`src/rtl/smacr_pkg.sv`:
```
package smacr_pkg;
  localparam int unsigned ADDR_W = 8;
  localparam int unsigned DATA_W = 8;
  // register addresses
  localparam logic [7:0] BLEED_READBACK_CTRL_ADDR = 8'h2a;
  localparam logic [7:0] MODULATOR_CTRL_ADDR      = 8'h2b;
  localparam logic [7:0] CORE_D_AMPLITUDE_ADDR    = 8'h2c;
  localparam logic [7:0] CORE_C_AMPLITUDE_ADDR    = 8'h2d;
  localparam logic [7:0] CORE_B_AMPLITUDE_ADDR    = 8'h2e;
  localparam logic [7:0] CORE_A_REGULATOR_ADDR    = 8'h2f;
  localparam logic [7:0] FRAC_WORD_ADDR           = 8'h10;
  // reset values
  localparam logic [7:0] BLEED_READBACK_CTRL_RST  = 8'h00;
  localparam logic [7:0] MODULATOR_CTRL_RST       = 8'h01;
  localparam logic [7:0] CORE_D_AMPLITUDE_RST     = 8'h44;
  localparam logic [7:0] CORE_C_AMPLITUDE_RST     = 8'h11;
  localparam logic [7:0] CORE_B_AMPLITUDE_RST     = 8'h10;
  localparam logic [7:0] CORE_A_REGULATOR_RST     = 8'h92;
  // writable-bit masks, other bits reserved read-as-zero
  localparam logic [7:0] BLEED_READBACK_CTRL_MASK = 8'h29;
  localparam logic [7:0] MODULATOR_CTRL_MASK      = 8'h35;
  localparam logic [7:0] CORE_D_AMPLITUDE_MASK    = 8'h7f;
  localparam logic [7:0] CORE_CB_AMPLITUDE_MASK   = 8'h1f;
  localparam logic [7:0] CORE_A_REGULATOR_MASK    = 8'h9f;
  // field positions
  localparam int unsigned LEAKAGE_SIGN_BIT   = 5;
  localparam int unsigned LATCH_SOURCE_BIT   = 3;
  localparam int unsigned READBACK_SEL_BIT   = 0;
  localparam int unsigned HALF_STEP_BIT      = 5;
  localparam int unsigned AUX_MOD_BIT        = 4;
  localparam int unsigned RESET_MASK_BIT     = 2;
  localparam int unsigned BYPASS_BIT         = 0;
  localparam int unsigned D_RECT_BIT         = 6;
  localparam int unsigned D_LOW_BIT          = 5;
  localparam int unsigned D_NOM_LSB          = 2;
  localparam int unsigned TEMP_CAL_BIT       = 1;
  localparam int unsigned LOOP_OFF_BIT       = 0;
  localparam int unsigned CBA_RECT_BIT       = 4;
  localparam int unsigned CBA_LOW_BIT        = 3;
  localparam int unsigned CBA_NOM_LSB        = 0;
  localparam int unsigned REGULATOR_BIT      = 7;
  localparam int unsigned NOM_W              = 3;
  localparam int unsigned CORES              = 4;
endpackage : smacr_pkg

```
`src/rtl/smacr_regs.sv`:
```
// Added by the designer: strobed register access.
`timescale 1ns/1ps
`default_nettype none
// Function
// - bleed sign bit: 0 negative, 1 positive
// - readback select: 0 vco data, 1 version
// - half step adds to fraction, aux off
// - fraction word write resets modulator unless masked
// - bypass bit resets 1, disables modulator
// - loop off bit disables amplitude loop
// - temp cal bit enables calibration voltage
// - rectifier bias per core, resets 1
// - low threshold per core, resets 0
// - regulator supply bit, resets 5 V
// - six registers load documented defaults
module smacr_regs
  import smacr_pkg::*;
(
  input  wire logic                  clk,
  input  wire logic                  rst_n,
  input  wire logic [smacr_pkg::ADDR_W-1:0] addr,
  input  wire logic [smacr_pkg::DATA_W-1:0] wdata,
  input  wire logic                  wr_en,
  input  wire logic                  rd_en,
  output logic [smacr_pkg::DATA_W-1:0]      rdata,
  output logic                       leakage_current_sign,
  output logic                       latch_source_reserved,
  output logic                       readback_version_sel,
  output logic                       frac_half_step,
  output logic                       aux_modulator_on,
  output logic                       modulator_reset_mask,
  output logic                       modulator_bypass,
  output logic                       modulator_reset,
  output logic                       amplitude_loop_off,
  output logic                       temp_cal_voltage_on,
  output logic [smacr_pkg::CORES-1:0]       rectifier_bias,
  output logic [smacr_pkg::CORES-1:0]       low_threshold,
  output logic [smacr_pkg::NOM_W-1:0]       core_d_nominal_threshold,
  output logic [smacr_pkg::NOM_W-1:0]       core_c_nominal_threshold,
  output logic [smacr_pkg::NOM_W-1:0]       core_b_nominal_threshold,
  output logic [smacr_pkg::NOM_W-1:0]       core_a_nominal_threshold,
  output logic                       regulator_supply_select
);
  import smacr_pkg::*;

  logic [7:0] bleed_readback_ctrl_reg;
  logic [7:0] modulator_ctrl_reg;
  logic [7:0] core_d_amplitude_ctrl_reg;
  logic [7:0] core_c_amplitude_ctrl_reg;
  logic [7:0] core_b_amplitude_ctrl_reg;
  logic [7:0] core_a_amplitude_regulator_ctrl_reg;
  logic       modulator_reset_reg;
  logic [7:0] rdata_reg;
  logic [7:0] rdata_next;
  logic [7:0] core_ctrl [CORES];
  logic       addr_mapped;

  // one image per core so the per-core slicing below is a single loop
  assign core_ctrl[0] = core_d_amplitude_ctrl_reg;
  assign core_ctrl[1] = core_c_amplitude_ctrl_reg;
  assign core_ctrl[2] = core_b_amplitude_ctrl_reg;
  assign core_ctrl[3] = core_a_amplitude_regulator_ctrl_reg;

  // address decode used by the checks on unmapped places
  assign addr_mapped = (addr == BLEED_READBACK_CTRL_ADDR) || (addr == MODULATOR_CTRL_ADDR)
                       || (addr == CORE_D_AMPLITUDE_ADDR) || (addr == CORE_C_AMPLITUDE_ADDR)
                       || (addr == CORE_B_AMPLITUDE_ADDR) || (addr == CORE_A_REGULATOR_ADDR);

  // register writes; reserved bits masked so they stay zero
  always_ff @(posedge clk)
  begin
    if (!rst_n)
    begin
      bleed_readback_ctrl_reg             <= BLEED_READBACK_CTRL_RST;
      modulator_ctrl_reg                  <= MODULATOR_CTRL_RST;
      core_d_amplitude_ctrl_reg           <= CORE_D_AMPLITUDE_RST;
      core_c_amplitude_ctrl_reg           <= CORE_C_AMPLITUDE_RST;
      core_b_amplitude_ctrl_reg           <= CORE_B_AMPLITUDE_RST;
      core_a_amplitude_regulator_ctrl_reg <= CORE_A_REGULATOR_RST;
    end
    else if (wr_en)
    begin
      case (addr)
        BLEED_READBACK_CTRL_ADDR: bleed_readback_ctrl_reg <= wdata & BLEED_READBACK_CTRL_MASK;
        MODULATOR_CTRL_ADDR:      modulator_ctrl_reg <= wdata & MODULATOR_CTRL_MASK;
        CORE_D_AMPLITUDE_ADDR:    core_d_amplitude_ctrl_reg <= wdata & CORE_D_AMPLITUDE_MASK;
        CORE_C_AMPLITUDE_ADDR:    core_c_amplitude_ctrl_reg <= wdata & CORE_CB_AMPLITUDE_MASK;
        CORE_B_AMPLITUDE_ADDR:    core_b_amplitude_ctrl_reg <= wdata & CORE_CB_AMPLITUDE_MASK;
        CORE_A_REGULATOR_ADDR:    core_a_amplitude_regulator_ctrl_reg <= wdata & CORE_A_REGULATOR_MASK;
        default:                  ;
      endcase
    end
  end

  // fraction word write pulses a modulator reset, one cycle, unless masked
  always_ff @(posedge clk)
  begin
    if (!rst_n)
      modulator_reset_reg <= 1'b0;
    else
      modulator_reset_reg <= wr_en && (addr == FRAC_WORD_ADDR)
                             && !modulator_ctrl_reg[RESET_MASK_BIT];
  end

  // read mux; unmapped addresses read zero
  always_comb
  begin
    rdata_next = '0;
    case (addr)
      BLEED_READBACK_CTRL_ADDR: rdata_next = bleed_readback_ctrl_reg;
      MODULATOR_CTRL_ADDR:      rdata_next = modulator_ctrl_reg;
      CORE_D_AMPLITUDE_ADDR:    rdata_next = core_d_amplitude_ctrl_reg;
      CORE_C_AMPLITUDE_ADDR:    rdata_next = core_c_amplitude_ctrl_reg;
      CORE_B_AMPLITUDE_ADDR:    rdata_next = core_b_amplitude_ctrl_reg;
      CORE_A_REGULATOR_ADDR:    rdata_next = core_a_amplitude_regulator_ctrl_reg;
      default:                  rdata_next = '0;
    endcase
  end

  // read data valid only in the cycle after the strobe
  always_ff @(posedge clk)
  begin
    if (!rst_n)
      rdata_reg <= '0;
    else if (rd_en)
      rdata_reg <= rdata_next;
    else
      rdata_reg <= '0;
  end

  assign rdata                 = rdata_reg;
  assign modulator_reset       = modulator_reset_reg;
  // control fields straight from their flops
  assign leakage_current_sign  = bleed_readback_ctrl_reg[LEAKAGE_SIGN_BIT];
  assign latch_source_reserved = bleed_readback_ctrl_reg[LATCH_SOURCE_BIT];
  assign readback_version_sel  = bleed_readback_ctrl_reg[READBACK_SEL_BIT];
  // half step only meaningful with aux modulator off; consumer gates it
  assign frac_half_step        = modulator_ctrl_reg[HALF_STEP_BIT];
  assign aux_modulator_on      = modulator_ctrl_reg[AUX_MOD_BIT];
  assign modulator_reset_mask  = modulator_ctrl_reg[RESET_MASK_BIT];
  assign modulator_bypass      = modulator_ctrl_reg[BYPASS_BIT];
  assign amplitude_loop_off    = core_d_amplitude_ctrl_reg[LOOP_OFF_BIT];
  assign temp_cal_voltage_on   = core_d_amplitude_ctrl_reg[TEMP_CAL_BIT];
  // nominal thresholds stored as written; software picks the codes
  assign core_d_nominal_threshold = core_d_amplitude_ctrl_reg[D_NOM_LSB +: NOM_W];
  assign core_c_nominal_threshold = core_c_amplitude_ctrl_reg[CBA_NOM_LSB +: NOM_W];
  assign core_b_nominal_threshold = core_b_amplitude_ctrl_reg[CBA_NOM_LSB +: NOM_W];
  assign core_a_nominal_threshold = core_a_amplitude_regulator_ctrl_reg[CBA_NOM_LSB +: NOM_W];
  assign regulator_supply_select  = core_a_amplitude_regulator_ctrl_reg[REGULATOR_BIT];
  // per-core bias/threshold, index 0 = core d .. 3 = core a
  for (genvar core = 0; core < CORES; core++)
  begin : g_core
    // core d keeps its fields higher up, as it shares the register with loop controls
    localparam int unsigned RECT_POS = (core == 0) ? D_RECT_BIT : CBA_RECT_BIT;
    localparam int unsigned LOW_POS  = (core == 0) ? D_LOW_BIT : CBA_LOW_BIT;
    assign rectifier_bias[core] = core_ctrl[core][RECT_POS];
    assign low_threshold[core]  = core_ctrl[core][LOW_POS];
  end

  a_frac_reset_pulse: assert property (@(posedge clk) disable iff (!rst_n)
    (wr_en && addr == FRAC_WORD_ADDR && !modulator_ctrl_reg[RESET_MASK_BIT]) |=> modulator_reset)
    else $error("fraction write did not reset modulator");
  a_frac_reset_masked: assert property (@(posedge clk) disable iff (!rst_n)
    (wr_en && addr == FRAC_WORD_ADDR && modulator_ctrl_reg[RESET_MASK_BIT]) |=> !modulator_reset)
    else $error("masked fraction write reset modulator");
  a_reserved_zero_bits: assert property (@(posedge clk) disable iff (!rst_n)
    ((bleed_readback_ctrl_reg & ~BLEED_READBACK_CTRL_MASK) == 8'h00)
    && ((modulator_ctrl_reg & ~MODULATOR_CTRL_MASK) == 8'h00))
    else $error("reserved bit set");
  a_reset_defaults: assert property (@(posedge clk)
    !rst_n |=> (modulator_ctrl_reg == MODULATOR_CTRL_RST && core_a_amplitude_regulator_ctrl_reg == CORE_A_REGULATOR_RST
               && core_d_amplitude_ctrl_reg == CORE_D_AMPLITUDE_RST))
    else $error("reset default wrong");
  a_bypass_after_reset: assert property (@(posedge clk)
    !rst_n |=> modulator_bypass)
    else $error("bypass not set after reset");
  a_bias_write_track: assert property (@(posedge clk) disable iff (!rst_n)
    (wr_en && addr == CORE_D_AMPLITUDE_ADDR) |=> (rectifier_bias[0] == $past(wdata[D_RECT_BIT])
      && amplitude_loop_off == $past(wdata[LOOP_OFF_BIT]) && temp_cal_voltage_on == $past(wdata[TEMP_CAL_BIT])))
    else $error("core d field not stored");
  a_low_thr_track: assert property (@(posedge clk) disable iff (!rst_n)
    (wr_en && addr == CORE_A_REGULATOR_ADDR) |=> (low_threshold[3] == $past(wdata[CBA_LOW_BIT])
      && regulator_supply_select == $past(wdata[REGULATOR_BIT])))
    else $error("core a field not stored");
  a_sign_readback: assert property (@(posedge clk) disable iff (!rst_n)
    (wr_en && addr == BLEED_READBACK_CTRL_ADDR) |=> (leakage_current_sign == $past(wdata[LEAKAGE_SIGN_BIT])
      && readback_version_sel == $past(wdata[READBACK_SEL_BIT])))
    else $error("bleed sign or readback select not stored");
  a_read_one_cycle: assert property (@(posedge clk) disable iff (!rst_n)
    !rd_en |=> (rdata == 8'h00))
    else $error("read data outside read cycle");

  // reset defaults for the registers the check above leaves out
  a_reset_bleed_cores: assert property (@(posedge clk)
    !rst_n |=> (bleed_readback_ctrl_reg == BLEED_READBACK_CTRL_RST
               && core_c_amplitude_ctrl_reg == CORE_C_AMPLITUDE_RST
               && core_b_amplitude_ctrl_reg == CORE_B_AMPLITUDE_RST))
    else $error("reset default wrong on bleed or core c or b");
  // pulses and read data must be quiet straight out of reset
  a_reset_pulse_quiet: assert property (@(posedge clk)
    !rst_n |=> (!modulator_reset && rdata == 8'h00))
    else $error("pulse or read data active after reset");
  // a modulator reset only ever follows a fraction word write
  a_pulse_has_cause: assert property (@(posedge clk) disable iff (!rst_n)
    modulator_reset |-> ($past(wr_en) && $past(addr) == FRAC_WORD_ADDR))
    else $error("modulator reset without fraction write");
  // the fraction word lives elsewhere; a write to it must not touch the modulator or bleed controls
  a_frac_write_no_store: assert property (@(posedge clk) disable iff (!rst_n)
    (wr_en && addr == FRAC_WORD_ADDR) |=> ($stable(modulator_ctrl_reg) && $stable(bleed_readback_ctrl_reg)))
    else $error("fraction write changed a control register");
  a_mod_write_track: assert property (@(posedge clk) disable iff (!rst_n)
    (wr_en && addr == MODULATOR_CTRL_ADDR) |=> (frac_half_step == $past(wdata[HALF_STEP_BIT])
      && aux_modulator_on == $past(wdata[AUX_MOD_BIT]) && modulator_reset_mask == $past(wdata[RESET_MASK_BIT])
      && modulator_bypass == $past(wdata[BYPASS_BIT])))
    else $error("modulator control field not stored");
  a_core_c_track: assert property (@(posedge clk) disable iff (!rst_n)
    (wr_en && addr == CORE_C_AMPLITUDE_ADDR) |=> (rectifier_bias[1] == $past(wdata[CBA_RECT_BIT])
      && low_threshold[1] == $past(wdata[CBA_LOW_BIT])
      && core_c_nominal_threshold == $past(wdata[CBA_NOM_LSB +: NOM_W])))
    else $error("core c field not stored");
  a_core_b_track: assert property (@(posedge clk) disable iff (!rst_n)
    (wr_en && addr == CORE_B_AMPLITUDE_ADDR) |=> (rectifier_bias[2] == $past(wdata[CBA_RECT_BIT])
      && low_threshold[2] == $past(wdata[CBA_LOW_BIT])
      && core_b_nominal_threshold == $past(wdata[CBA_NOM_LSB +: NOM_W])))
    else $error("core b field not stored");
  a_core_d_nominal: assert property (@(posedge clk) disable iff (!rst_n)
    (wr_en && addr == CORE_D_AMPLITUDE_ADDR) |=> (low_threshold[0] == $past(wdata[D_LOW_BIT])
      && core_d_nominal_threshold == $past(wdata[D_NOM_LSB +: NOM_W])))
    else $error("core d threshold not stored");
  a_core_a_rect_nom: assert property (@(posedge clk) disable iff (!rst_n)
    (wr_en && addr == CORE_A_REGULATOR_ADDR) |=> (rectifier_bias[3] == $past(wdata[CBA_RECT_BIT])
      && core_a_nominal_threshold == $past(wdata[CBA_NOM_LSB +: NOM_W])))
    else $error("core a bias or threshold not stored");
  // the reserved read-write bit is plain storage
  a_latch_stored: assert property (@(posedge clk) disable iff (!rst_n)
    (wr_en && addr == BLEED_READBACK_CTRL_ADDR) |=> (latch_source_reserved == $past(wdata[LATCH_SOURCE_BIT])))
    else $error("reserved read-write bit not stored");
  a_reserved_core_zero: assert property (@(posedge clk) disable iff (!rst_n)
    ((core_d_amplitude_ctrl_reg & ~CORE_D_AMPLITUDE_MASK) == 8'h00)
    && ((core_c_amplitude_ctrl_reg & ~CORE_CB_AMPLITUDE_MASK) == 8'h00)
    && ((core_b_amplitude_ctrl_reg & ~CORE_CB_AMPLITUDE_MASK) == 8'h00)
    && ((core_a_amplitude_regulator_ctrl_reg & ~CORE_A_REGULATOR_MASK) == 8'h00))
    else $error("reserved core bit set");
  // writes to places outside the bank are dropped
  a_unmapped_no_store: assert property (@(posedge clk) disable iff (!rst_n)
    (wr_en && !addr_mapped) |=> ($stable(bleed_readback_ctrl_reg) && $stable(modulator_ctrl_reg)
      && $stable(core_d_amplitude_ctrl_reg) && $stable(core_c_amplitude_ctrl_reg)
      && $stable(core_b_amplitude_ctrl_reg) && $stable(core_a_amplitude_regulator_ctrl_reg)))
    else $error("unmapped write changed a register");
  a_unmapped_read_zero: assert property (@(posedge clk) disable iff (!rst_n)
    (rd_en && !addr_mapped) |=> (rdata == 8'h00))
    else $error("unmapped read returned data");
  a_read_modulator: assert property (@(posedge clk) disable iff (!rst_n)
    (rd_en && addr == MODULATOR_CTRL_ADDR) |=> (rdata == $past(modulator_ctrl_reg)))
    else $error("modulator control read back wrong");
  a_read_regulator: assert property (@(posedge clk) disable iff (!rst_n)
    (rd_en && addr == CORE_A_REGULATOR_ADDR) |=> (rdata == $past(core_a_amplitude_regulator_ctrl_reg)))
    else $error("regulator register read back wrong");
  // without a write the modulator and core a regulator controls must hold still
  a_hold_no_write: assert property (@(posedge clk) disable iff (!rst_n)
    !wr_en |=> ($stable(modulator_ctrl_reg) && $stable(core_a_amplitude_regulator_ctrl_reg)))
    else $error("control register changed without a write");
endmodule : smacr_regs
`default_nettype wire

```
`config.mk`:
```
export PLATFORM = sky130hd
export DESIGN_NAME = smacr_regs
export DESIGN_NICKNAME = d
export VERILOG_FILES = /design/src/rtl/smacr_pkg.sv /design/src/rtl/smacr_regs.sv
export SDC_FILE = /design/constraint.sdc
export NUM_CORES = 1
export LEC_CHECK = 0
export BUFFER_PORTS_ARGS = -buffer_cell sky130_fd_sc_hd__buf_4
export CAP_MARGIN = 20
export CELL_PAD_IN_SITES_DETAIL_PLACEMENT = 0
export CELL_PAD_IN_SITES_GLOBAL_PLACEMENT = 1
export CORE_MARGIN = 1.5
export CORE_UTILIZATION = 40
export CTS_BUF_LIST = sky130_fd_sc_hd__clkbuf_8 sky130_fd_sc_hd__clkbuf_16
export DETAILED_ROUTE_END_ITERATION = 7
export GPL_TIMING_DRIVEN = 0
export HOLD_SLACK_MARGIN = 0.08
export PLACE_DENSITY = 0.91
export RECOVER_POWER = 100
export SYNTH_ARGS = -nofsm -noshare
export SYNTH_HDL_FRONTEND = slang
export SYNTH_SLANG_ARGS = --single-unit
export TNS_END_PERCENT = 30
```
`constraint.sdc`:
```
create_clock -name clk -period 2.9 [get_ports clk]
set_input_delay 0.145 -clock clk [delete_from_list [all_inputs] [get_ports clk]]
set_output_delay 0.145 -clock clk [all_outputs]
set_load 0.05 [all_outputs]
```
==> summary.txt, run 1 <==
Logic synthesis
  • Mapped Area: 1772 um^2
  • Syn Nets: 201
  • Post-synthesis cell type count: 33
  • Post-synth EDFFs: 0
  • Syn Inst Count: 181
  • Ys Warns: 0
  • Primary FF master, synth: dfxtp_1
  • Share of the yosys chip area belonging to registers: 44.07%
  • Post-synthesis async set-or-reset flop share: 0%
  • FF+latch count, synth: 39
  • Mean Syn Cell Area: 9.788 um^2

Worst hold path
  • Hold Path Depth: 3
  • Hold crit path type: in2reg
  • Hold EP: core_d_amplitude_ctrl_reg[6]$_SDFFE_PN1P_
  • Hold Path Origin: wdata[6]

CTS
  • Post-CTS Resized: 0
  • CTS tree: built
  • CTS Sinks: 39
  • Clk Latency, worst-skew pair: 290 ps
  • Htree depth: 2
  • Clock tree root driver cell: clkbuf_8
  • CTS buffer count: 5
  • Setup bufs post-CTS: 0
  • Clock transition at path regs: 70 ps
  • # hold bufs at CTS: 0
  • Clock tree buffer depth: 2

Worst setup path
  • CP startpoint: addr[0]
  • Setup crit end kind: flip-flop
  • Critical path arrival: 2010 ps
  • RR Startpoint: core_a_amplitude_regulator_ctrl_reg[0]$_SDFFE_PN0P_
  • Depth of the most critical reg-to-reg path: 3
  • CP required: 3120 ps
  • Reg2reg end: rdata[0]$_SDFF_PN0_
  • Crit-path max FO: 10
  • Startpoint Class: input port
  • Flop-to-flop setup slack: 1840 ps
  • Critical path class: in2reg

Drt
  • Routed wire length: 4634 um
  • First DRT Iteration DRCs: 132
  • Drc violations: 0
  • Antenna violation net count after detailed routing: 0
  • Wire per inst: 15.55 um
  • Drt first pass iters: 4
  • Via/cell ratio: 5.352
  • Vias: 1595

Placement
  • Number of I/O port buffers: 57
  • Detailed Place HPWL: 3367 um
  • RD Place Congestion: 0.8259

Final layout
  • P&R area growth vs syn: 22.88%
  • Share of layout cells above drive strength 1: 13.01%
  • Max reg flops: 8
  • FF+latch area: 780.7 um^2
  • Area of the multi-input gates: 890.9 um^2
  • Fin nets: 265
  • Antenna cells: 0
  • Fill count: 431

Pwr
  • Pleak: 0.8850 nW
  • PD cells: 467.0 nW/um^2
  • Peak supply drop: 246.2 uV

STA
  • Final period util: 61.68%
  • Worst Skew: 1.724 ps
  • RSZ-0062 raised after global routing: false
  • Headroom to the max-slew limit: 34.96%
  • Worst-Margin Slew: 966.8 ps
  • Final setup violation count: 0
  • Max Freq: 559.1 MHz
  • Hold Worst Slack: 116.9 ps
  • Minimum clock period: 1789 ps
  • Slew Viols, Final: 0
  • Final Hold Vio Count: 0
  • Final TNS setup: 0 ps

Global routing
  • First-pass GRT wire length: 7596 um
  • Vias in the first global route: 1558
  • GRT Total Usage: 20.07%
  • Total gr overflow: 0
  • Initial antenna violation count: 0
  • Largest net degree at the start of global routing: 12

Floorplan
  • Die width: 69.55 um
  • Die area: 4837 um^2
  • Rows: 24
  • Top Ports: 59
  • Die H: 69.55 um
  • Initial core utilization: 41.26%
  • Core Area: 4294 um^2

Status
  • Status: finished, final reports clean

Flow run
  • # Max-Cap Violations: 0
==> how the worst max path moves through the flow <==
stage	to	depth (start not counted)
6_report	bleed_readback_ctrl_reg[0]$_SDFFE_PN0P_	5
3_3_place_gp	core_a_amplitude_regulator_ctrl_reg[2]$_SDFFE_PN0P_	4
3_5_place_dp	core_a_amplitude_regulator_ctrl_reg[2]$_SDFFE_PN0P_	4
2_1_floorplan	rdata[0]$_SDFF_PN0_	3
5_1_grt	bleed_readback_ctrl_reg[0]$_SDFFE_PN0P_	5
4_1_cts	core_a_amplitude_regulator_ctrl_reg[2]$_SDFFE_PN0P_	4
==> synthesized netlist by cell type, types with 2 or more instances <==
| cell | number | area [um^2] |
|---|---|---|
| nand4_1 | 10 | 62.56 |
| and3_1 | 3 | 18.77 |
| a22oi_1 | 2 | 15.01 |
| buf_2 | 7 | 35.03 |
| a21oi_1 | 3 | 15.01 |
| o211ai_1 | 4 | 30.03 |
| o22ai_1 | 3 | 18.77 |
| nand2_1 | 29 | 108.9 |
| clkbuf_1 | 5 | 18.77 |
| nor4bb_1 | 2 | 20.02 |
| mux2i_1 | 30 | 300.3 |
| nor2b_1 | 10 | 62.56 |
| nor2_1 | 2 | 7.510 |
| nand4b_1 | 2 | 17.52 |
| dfxtp_1 | 39 | 780.8 |
| mux2_2 | 6 | 67.56 |
| inv_1 | 4 | 15.01 |
| nor3_1 | 3 | 15.01 |
| nand3_1 | 3 | 15.01 |
==> critical path, stage by stage <==
cell and delay (ps):
clkbuf_4 110, clkbuf_1 250, or3b_1 480, nor4_1 750
mux2i_1 270
==> power by group <==
group	total [mW]	switching [mW]	internal (mW)	leakage, nW
Combinational	0.0809	0.0474	0.0335	0.515
Sequential	0.536	0.000474	0.536	0.314
Clock	0.400	0.186	0.214	0.0557
Total	1.02	0.234	0.783	0.885
==> metal layers <==
metal / track usage, % / vias to the layer above / part of all wire [%]
met5: 0 / - / 0
met4: 8.061 / 0 / 1.4
met3: 5.087 / 7 / 8.6
met2: 30.88 / 68 / 45
met1: 26.97 / 745 / 45
li1: - / 775 / -
==> final cells by class <==
class	count	area share (%)
inverters	4	0.6897
clock buffers	7	4.425
plain buffers	13	2.356
flip-flops and latches	39	35.86
repair buffers	57	12.59
well taps	52	2.989
multi-input cells	125	40.92
clock inverters	1	0.1724
==> metrics by stage <==
stage | setup slack (ps) | utilization (%) | total power, mW | area, um^2 | std cells
floorplan | 1674 | - | 0.5941 | 1772 | 181
global placement | 1392 | 52.74 | 0.6338 | 2265 | 290
detailed placement | 1354 | 52.74 | 0.6343 | 2265 | 290
CTS | 1661 | 55.07 | 1.025 | 2365 | 298
global route | 963.3 | 50.70 | 1.048 | 2177 | 298
finish | 1111 | 50.70 | 1.017 | 2177 | 298
==> cells by family (layout without fill, tap and decap cells) <==
kind of cell,Yosys count,in the layout,share of synthesized area [%]
buf+inv,17,82,4.096
simple gates,74,74,24.44
compound gates,14,14,5.367
flops,39,39,44.07
mux,37,37,22.03
==> cell usage in the layout, fill, tap and decap left out <==
cell type  synthesis  final
clkbuf_1           5     51
dfxtp_1           39     39
mux2i_1           30     30
nand2_1           29     29
buf_4              0     15
nor2b_1           10     10
nand4_1           10     10
clkbuf_8           0      7
mux2_2             6      6
inv_1              4      5
o211ai_1           4      4
nand3_1            3      4
nor3_1             3      3
and3_1             3      3
a21oi_1            3      3
o22ai_1            3      3
buf_2              7      2
nor2_1             2      2
nand4b_1           2      2
a22oi_1            2      2
nor4bb_1           2      2
and4_1             1      1
nand3b_1           1      1
or4_1              1      1
or3b_1             0      1
nor4_1             0      1
and4b_1            1      1
and2b_1            1      1
nor3b_1            0      1
and3b_1            1      1
buf_1              1      1
o2111ai_1          1      1
o21a_1             1      1
mux4_2             1      1
clkbuf_4           0      1
Note: power is estimated with default switching activity, not from simulation.
==> inputs of run 2 (changes only) <==
--- a/config.mk
+++ b/config.mk
@@ -10,12 +10,12 @@
 export CELL_PAD_IN_SITES_DETAIL_PLACEMENT = 0
 export CELL_PAD_IN_SITES_GLOBAL_PLACEMENT = 1
 export CORE_MARGIN = 1.5
-export CORE_UTILIZATION = 40
+export CORE_UTILIZATION = 37
 export CTS_BUF_LIST = sky130_fd_sc_hd__clkbuf_8 sky130_fd_sc_hd__clkbuf_16
 export DETAILED_ROUTE_END_ITERATION = 7
 export GPL_TIMING_DRIVEN = 0
 export HOLD_SLACK_MARGIN = 0.08
-export PLACE_DENSITY = 0.91
+export PLACE_DENSITY = 0.86
 export RECOVER_POWER = 100
 export SYNTH_ARGS = -nofsm -noshare
 export SYNTH_HDL_FRONTEND = slang
==> constraint.sdc (replaced) <==
create_clock -name clk -period 1.8 [get_ports clk]
set_input_delay 0.09 -clock clk [delete_from_list [all_inputs] [get_ports clk]]
set_output_delay 0.09 -clock clk [all_outputs]
set_load 0.05 [all_outputs]
==> summary.txt, run 2 (same netlist as run 1, synthesis figures left out) <==
Status
  • Status: finished, final reports clean

Placement
  • RD Place Congestion: 0.8256 (about the same)
  • Detailed Place HPWL: 3379 um (+0.37%)
  • Setup slack at placement: 351.4 ps (-1003 ps)
  • Cell Area, Placed: 2265 um^2 (unchanged)
  • Number of I/O port buffers: 57 (unchanged)
  • DP Cell Count: 290 (unchanged)

STA
  • Final setup violation count: 0 (unchanged)
  • RSZ-0062 raised after global routing: false
  • Final period util: 76.35%
  • Hold Worst Slack: 93.24 ps (-23.64 ps)
  • Final TNS setup: 0 ps (unchanged)
  • Worst-Margin Slew: 598.5 ps (-368.3 ps)
  • Worst Skew: 3.687 ps (+1.963 ps)
  • Final Hold Vio Count: 0 (unchanged)
  • Final WS setup: 425.7 ps (-685.6 ps)
  • Max Freq: 727.6 MHz
  • Headroom to the max-slew limit: 60.10% (+25 points)
  • Slew Viols, Final: 0 (unchanged)
  • Minimum clock period: 1374 ps

Drt
  • Antenna violation net count after detailed routing: 0 (unchanged)
  • Wire per inst: 15.40 um (-0.95%)
  • Via/cell ratio: 5.241 (-2.1%)
  • Drt first pass iters: 4 (unchanged)
  • First DRT Iteration DRCs: 88 (-33%)
  • Routed wire length: 4667 um (+0.71%)
  • Drc violations: 0 (unchanged)
  • Vias: 1588 (-0.44%)

Worst setup path
  • Setup crit end kind: flip-flop
  • CP required: 2020 ps (-1100 ps)
  • Critical path class: in2reg
  • Slowest CP cell: clkbuf_1
  • Flop-to-flop setup slack: 720 ps (-1120 ps)
  • Startpoint Class: input port
  • Critical Path, Cell by Cell: clkbuf_4 -> buf_2 -> nor2b_1 -> and3_1 -> clkbuf_1 -> mux2i_1
  • Crit-path max FO: 10 (unchanged)
  • Largest stage delay on the critical path: 370 ps (-380 ps)
  • Critical path arrival: 1590 ps (-420 ps)

Global routing
  • First-pass GRT wire length: 7576 um (-0.26%)
  • Vias in the first global route: 1570 (+0.77%)
  • Initial antenna violation count: 0 (unchanged)
  • Total gr overflow: 0 (unchanged)
  • GRT Total Usage: 19.18% (-0.90 points)
  • Largest net degree at the start of global routing: 12 (unchanged)

Final layout
  • Max reg flops: 8 (unchanged)
  • Design area: 2250 um^2 (+3.3%)
  • Most frequent cells in the layout: clkbuf_1, dfxtp_1, mux2i_1
  • Most common cell after layout, fill and taps aside: clkbuf_1
  • P&R area growth vs syn: 26.98%
  • Fill count: 453 (+5.1%)
  • Fin nets: 270 (+1.9%)
  • Antenna cells: 0 (unchanged)
  • Layout Cells excl Fill: 303 (+1.7%)
  • Share of layout cells above drive strength 1: 14.34% (+1.3 points)
  • Final Util: 50.28% (-0.42 points)

CTS
  • Clk Latency, worst-skew pair: 290 ps (about the same)
  • CTS buffer count: 5 (unchanged)
  • Post-CTS Resized: 0 (unchanged)
  • Clock tree buffer depth: 2 (unchanged)
  • # hold bufs at CTS: 5 (+5)
  • Clock tree root driver cell: clkbuf_8
  • CTS Sinks: 39 (unchanged)
  • Setup bufs post-CTS: 0 (unchanged)
  • CTS tree: built
  • Clock transition at path regs: 70 ps (about the same)
  • Htree depth: 2 (unchanged)

Pwr
  • Share of power burned in registers: 52.6% (about the same)
  • Clk pwr share: 38.6% (-0.7 points)
  • Combinational Power Share: 8.8% (+0.8 points)
  • Net Sw Power: 0.3739 mW (+60%)
  • Cell-internal power: 1.269 mW (+62%)
  • Tot Pwr: 1.643 mW (+62%)
  • Sw Share: 22.75% (-0.25 points)
  • Peak supply drop: 266.5 uV (+8.2%)
  • Pleak: 0.9168 nW (+3.6%)
  • PD cells: 730.4 nW/um^2 (+56%)

Floorplan
  • Rows: 24 (unchanged)
  • Die H: 72.20 um (+3.8%)
  • Top Ports: 59 (unchanged)
  • Core Area: 4474 um^2 (+4.2%)
  • Die area: 5213 um^2 (+7.8%)
  • Die width: 72.20 um (+3.8%)
  • Initial core utilization: 39.60% (-1.7 points)

Flow run
  • # Max-Cap Violations: 0 (unchanged)

Worst hold path
  • Hold crit path type: in2reg
-- run 2: critical path, delay by kind of cell --
family	cells	cell delay (ps)
AND/OR/NAND/NOR	2	540
multiplexers	1	230
buffers and inverters	3	720
-- run 2: power by group through the flow --
stage	logic (mW)	clock network, mW	registers [mW]
floorplan	0.0695	0	0.888
global placement	0.138	0	0.884
detailed placement	0.139	0	0.884
CTS	0.148	0.651	0.864
global route	0.157	0.685	0.864
finish	0.145	0.634	0.864
-- run 2: metal layers --
metal	wire length, um	up-vias	GRT usage (%)
li1	-	798	-
met5	0	-	0
met2	2059	44	30.25
met4	68	0	6.709
met3	231	7	5.278
met1	2308	739	25.33
-- run 2: final cells by class --
| type | count | area (um^2) | area share [%] |
|---|---|---|---|
| multi-input combinational | 125 | 910.9 | 40.49 |
| sequential | 39 | 780.7 | 34.71 |
| timing repair buffer | 62 | 324.1 | 14.40 |
| clock buffer | 7 | 96.34 | 4.283 |
| tap | 52 | 65.06 | 2.892 |
| buffer | 13 | 53.80 | 2.392 |
| inverter | 4 | 15.01 | 0.6674 |
| clock inverter | 1 | 3.754 | 0.1669 |
-- run 2: final timing paths --
path / start / to / depth (start not counted)
max: addr[0] / core_c_amplitude_ctrl_reg[1]$_SDFFE_PN0P_ / 6
min reg2reg: core_d_amplitude_ctrl_reg[3]$_SDFFE_PN0P_ / core_d_amplitude_ctrl_reg[3]$_SDFFE_PN0P_ / 2
min: wdata[1] / core_a_amplitude_regulator_ctrl_reg[1]$_SDFFE_PN1P_ / 3
max reg2reg: core_a_amplitude_regulator_ctrl_reg[0]$_SDFFE_PN0P_ / rdata[0]$_SDFF_PN0_ / 3
==> inputs of run 3 (changes only) <==
--- a/config.mk
+++ b/config.mk
@@ -10,12 +10,12 @@
 export CELL_PAD_IN_SITES_DETAIL_PLACEMENT = 0
 export CELL_PAD_IN_SITES_GLOBAL_PLACEMENT = 1
 export CORE_MARGIN = 1.5
-export CORE_UTILIZATION = 37
+export CORE_UTILIZATION = 33
 export CTS_BUF_LIST = sky130_fd_sc_hd__clkbuf_8 sky130_fd_sc_hd__clkbuf_16
 export DETAILED_ROUTE_END_ITERATION = 7
 export GPL_TIMING_DRIVEN = 0
 export HOLD_SLACK_MARGIN = 0.08
-export PLACE_DENSITY = 0.86
+export PLACE_DENSITY = 0.81
 export RECOVER_POWER = 100
 export SYNTH_ARGS = -nofsm -noshare
 export SYNTH_HDL_FRONTEND = slang
==> constraint.sdc (replaced) <==
create_clock -name clk -period 1.2 [get_ports clk]
set_input_delay 0.06 -clock clk [delete_from_list [all_inputs] [get_ports clk]]
set_output_delay 0.06 -clock clk [all_outputs]
set_load 0.05 [all_outputs]
==> summary.txt, run 3 (same netlist as run 1, synthesis figures left out) <==
Worst setup path
  • Largest stage delay on the critical path: 320 ps (-50 ps)
  • Worst path bufs/invs: 3 (unchanged)
  • Depth of the most critical reg-to-reg path: 3 (unchanged)
  • Critical Path, Cell by Cell: buf_4 -> buf_2 -> nor2b_1 -> and3_1 -> buf_2 -> mux2i_1
  • Critical path class: in2reg
  • Reg2reg end: rdata[0]$_SDFF_PN0_
  • Crit path max-delay family: buffers and inverters
  • CP required: 1430 ps (-590 ps)
  • Slowest CP cell: nor2b_1
  • Critical path arrival: 1340 ps (-250 ps)
  • Setup crit end kind: flip-flop
  • Crit-path most repeated cell: buf_2
  • Crit-path max FO: 10 (unchanged)
  • Flop-to-flop setup slack: 140 ps (-580 ps)
  • RR Startpoint: core_a_amplitude_regulator_ctrl_reg[0]$_SDFFE_PN0P_
  • Startpoint Class: input port

Worst hold path
  • Hold Path Origin: addr[3]
  • Hold EP: modulator_reset$_SDFF_PN0_
  • Hold crit path type: in2reg
  • Hold Path Depth: 3 (unchanged)

CTS
  • Clock tree buffer depth: 2 (unchanged)
  • CTS tree: built
  • Htree depth: 2 (unchanged)
  • Clk Latency, worst-skew pair: 290 ps (about the same)
  • CTS Sinks: 39 (unchanged)
  • CTS buffer count: 5 (unchanged)
  • Setup bufs post-CTS: 0 (unchanged)
  • Clock transition at path regs: 80 ps (about the same)
  • Clock tree root driver cell: clkbuf_8

Floorplan
  • Die area: 5817 um^2 (+12%)
  • Core Area: 5140 um^2 (+15%)
  • Initial core utilization: 34.47% (-5.1 points)
  • Rows: 26 (+8.3%)
  • Top Ports: 59 (unchanged)
  • Die width: 76.27 um (+5.6%)
  • Die H: 76.27 um (+5.6%)

Drt
  • Drc violations: 0 (unchanged)
  • First DRT Iteration DRCs: 112 (+27%)
  • Wire per inst: 15.22 um (-1.2%)
  • Vias: 1606 (+1.1%)
  • Drt first pass iters: 4 (unchanged)
  • Antenna violation net count after detailed routing: 0 (unchanged)
  • Via/cell ratio: 4.957 (-5.4%)
  • Routed wire length: 4932 um (+5.7%)

Global routing
  • Vias in the first global route: 1558 (-0.76%)
  • Largest net degree at the start of global routing: 12 (unchanged)
  • Total gr overflow: 0 (unchanged)
  • Initial antenna violation count: 0 (unchanged)
  • GRT Total Usage: 17.92% (-1.3 points)
  • First-pass GRT wire length: 8142 um (+7.5%)

Status
  • Status: finished, final reports clean

STA
  • Slew Viols, Final: 0 (unchanged)
  • Final TNS setup: 0 ps (unchanged)
  • Minimum clock period: 1114 ps
  • Final Hold Vio Count: 0 (unchanged)
  • Headroom to the max-slew limit: 64.01% (+3.9 points)
  • Max Freq: 897.8 MHz
  • Worst Skew: 1.655 ps (-2.033 ps)
  • RSZ-0062 raised after global routing: false
  • Final period util: 92.82%
  • Worst-Margin Slew: 539.8 ps (-58.68 ps)
  • Hold Worst Slack: 85.00 ps (-8.245 ps)
  • Final setup violation count: 0 (unchanged)

Final layout
  • Layout Cells excl Fill: 324 (+6.9%)
  • Design area: 2369 um^2 (+5.3%)
  • P&R area growth vs syn: 33.69%
  • Fill count: 567 (+25%)
  • FF+latch area: 784.5 um^2 (+0.48%)
  • Most common cell after layout, fill and taps aside: clkbuf_2
  • Antenna cells: 0 (unchanged)
  • Fin nets: 273 (+1.1%)
  • Max reg flops: 8 (unchanged)
  • Share of layout cells above drive strength 1: 32.28% (+18 points)
  • Area of the multi-input gates: 917.1 um^2 (+0.69%)
  • Most frequent cells in the layout: clkbuf_2, dfxtp_1, mux2i_1

Placement
  • Number of I/O port buffers: 57 (unchanged)
  • DP Cell Count: 308 (+6.2%)
  • Detailed Place HPWL: 3586 um (+6.1%)
  • Cell Area, Placed: 2292 um^2 (+1.2%)
  • RD Place Congestion: 0.7677 (-7.0%)

Pwr
  • Peak supply drop: 598.1 uV (+120%)
  • PD cells: 1059 nW/um^2 (+45%)
  • Pleak: 1.073 nW (+17%)

Flow run
  • # Max-Cap Violations: 0 (unchanged)
-- run 3: cell types whose count changed in the layout (fill, tap and decap cells not counted), sizes merged --
cell	before	now
buf	20	23
dlygate4sd3	5	8
clkbuf	57	54
-- run 3: what timing repair did --
item / CTS / global route
hold endpoints to repair: 11 / 1
setup endpoints to repair: 1 / 0
resized for setup: 1 / 0
hold buffers: 7 / 1
-- run 3: power by group --
part | leakage, nW | total [mW] | internal (mW) | switching [mW]
clock network | 0.0557 | 0.983 | 0.516 | 0.467
logic | 0.703 | 0.230 | 0.103 | 0.126
registers | 0.315 | 1.30 | 1.29 | 0.00111
total | 1.07 | 2.51 | 1.91 | 0.595
-- run 3: layout make-up --
| class | instances | share of cell area [%] |
|---|---|---|
| buffer | 13 | 2.430 |
| inverter | 4 | 0.6339 |
| sequential | 39 | 33.12 |
| tap | 70 | 3.698 |
| clock inverter | 1 | 0.1585 |
| multi-input combinational | 125 | 38.72 |
| clock buffer | 7 | 4.068 |
| timing repair buffer | 65 | 17.17 |
-- run 3: worst max path at each step --
stage,start,end,slack (ps),cells past startpoint
finish,addr[0],core_c_amplitude_ctrl_reg[4]$_SDFFE_PN1P_,90,6
global route,addr[1],core_d_amplitude_ctrl_reg[4]$_SDFFE_PN0P_,2,5
CTS,addr[0],core_c_amplitude_ctrl_reg[4]$_SDFFE_PN1P_,70,6
detailed placement,addr[7],core_a_amplitude_regulator_ctrl_reg[0]$_SDFFE_PN0P_,-310,4
global placement,addr[7],core_a_amplitude_regulator_ctrl_reg[2]$_SDFFE_PN0P_,-280,4
floorplan,modulator_ctrl_reg[2]$_SDFFE_PN0P_,rdata[2]$_SDFF_PN0_,40,3
-- run 3: worst reg2reg max path: stages, from the launching register on --
cell	delay, ps
dfxtp_1	330
mux4_2	470
nand2_1	90
a21oi_1	50
-- run 3: stage by stage --
step / utilization (%) / power, mW / setup WS, ps
finish: 46.08 / 2.509 / 86.14
global route: 46.08 / 2.591 / 1.534
CTS: 48.03 / 2.517 / 74.41
detailed placement: 44.60 / 1.537 / -314.4
global placement: 44.60 / 1.536 / -281.0
floorplan: - / 1.436 / 38.07
-- run 3: per-layer routing --
metal,up-vias,GRT usage (%),wire [um]
li1,797,-,-
met1,755,24.59,2351
met2,47,27.50,2249
met3,7,3.832,260
met4,0,6.667,70
met5,-,0,0
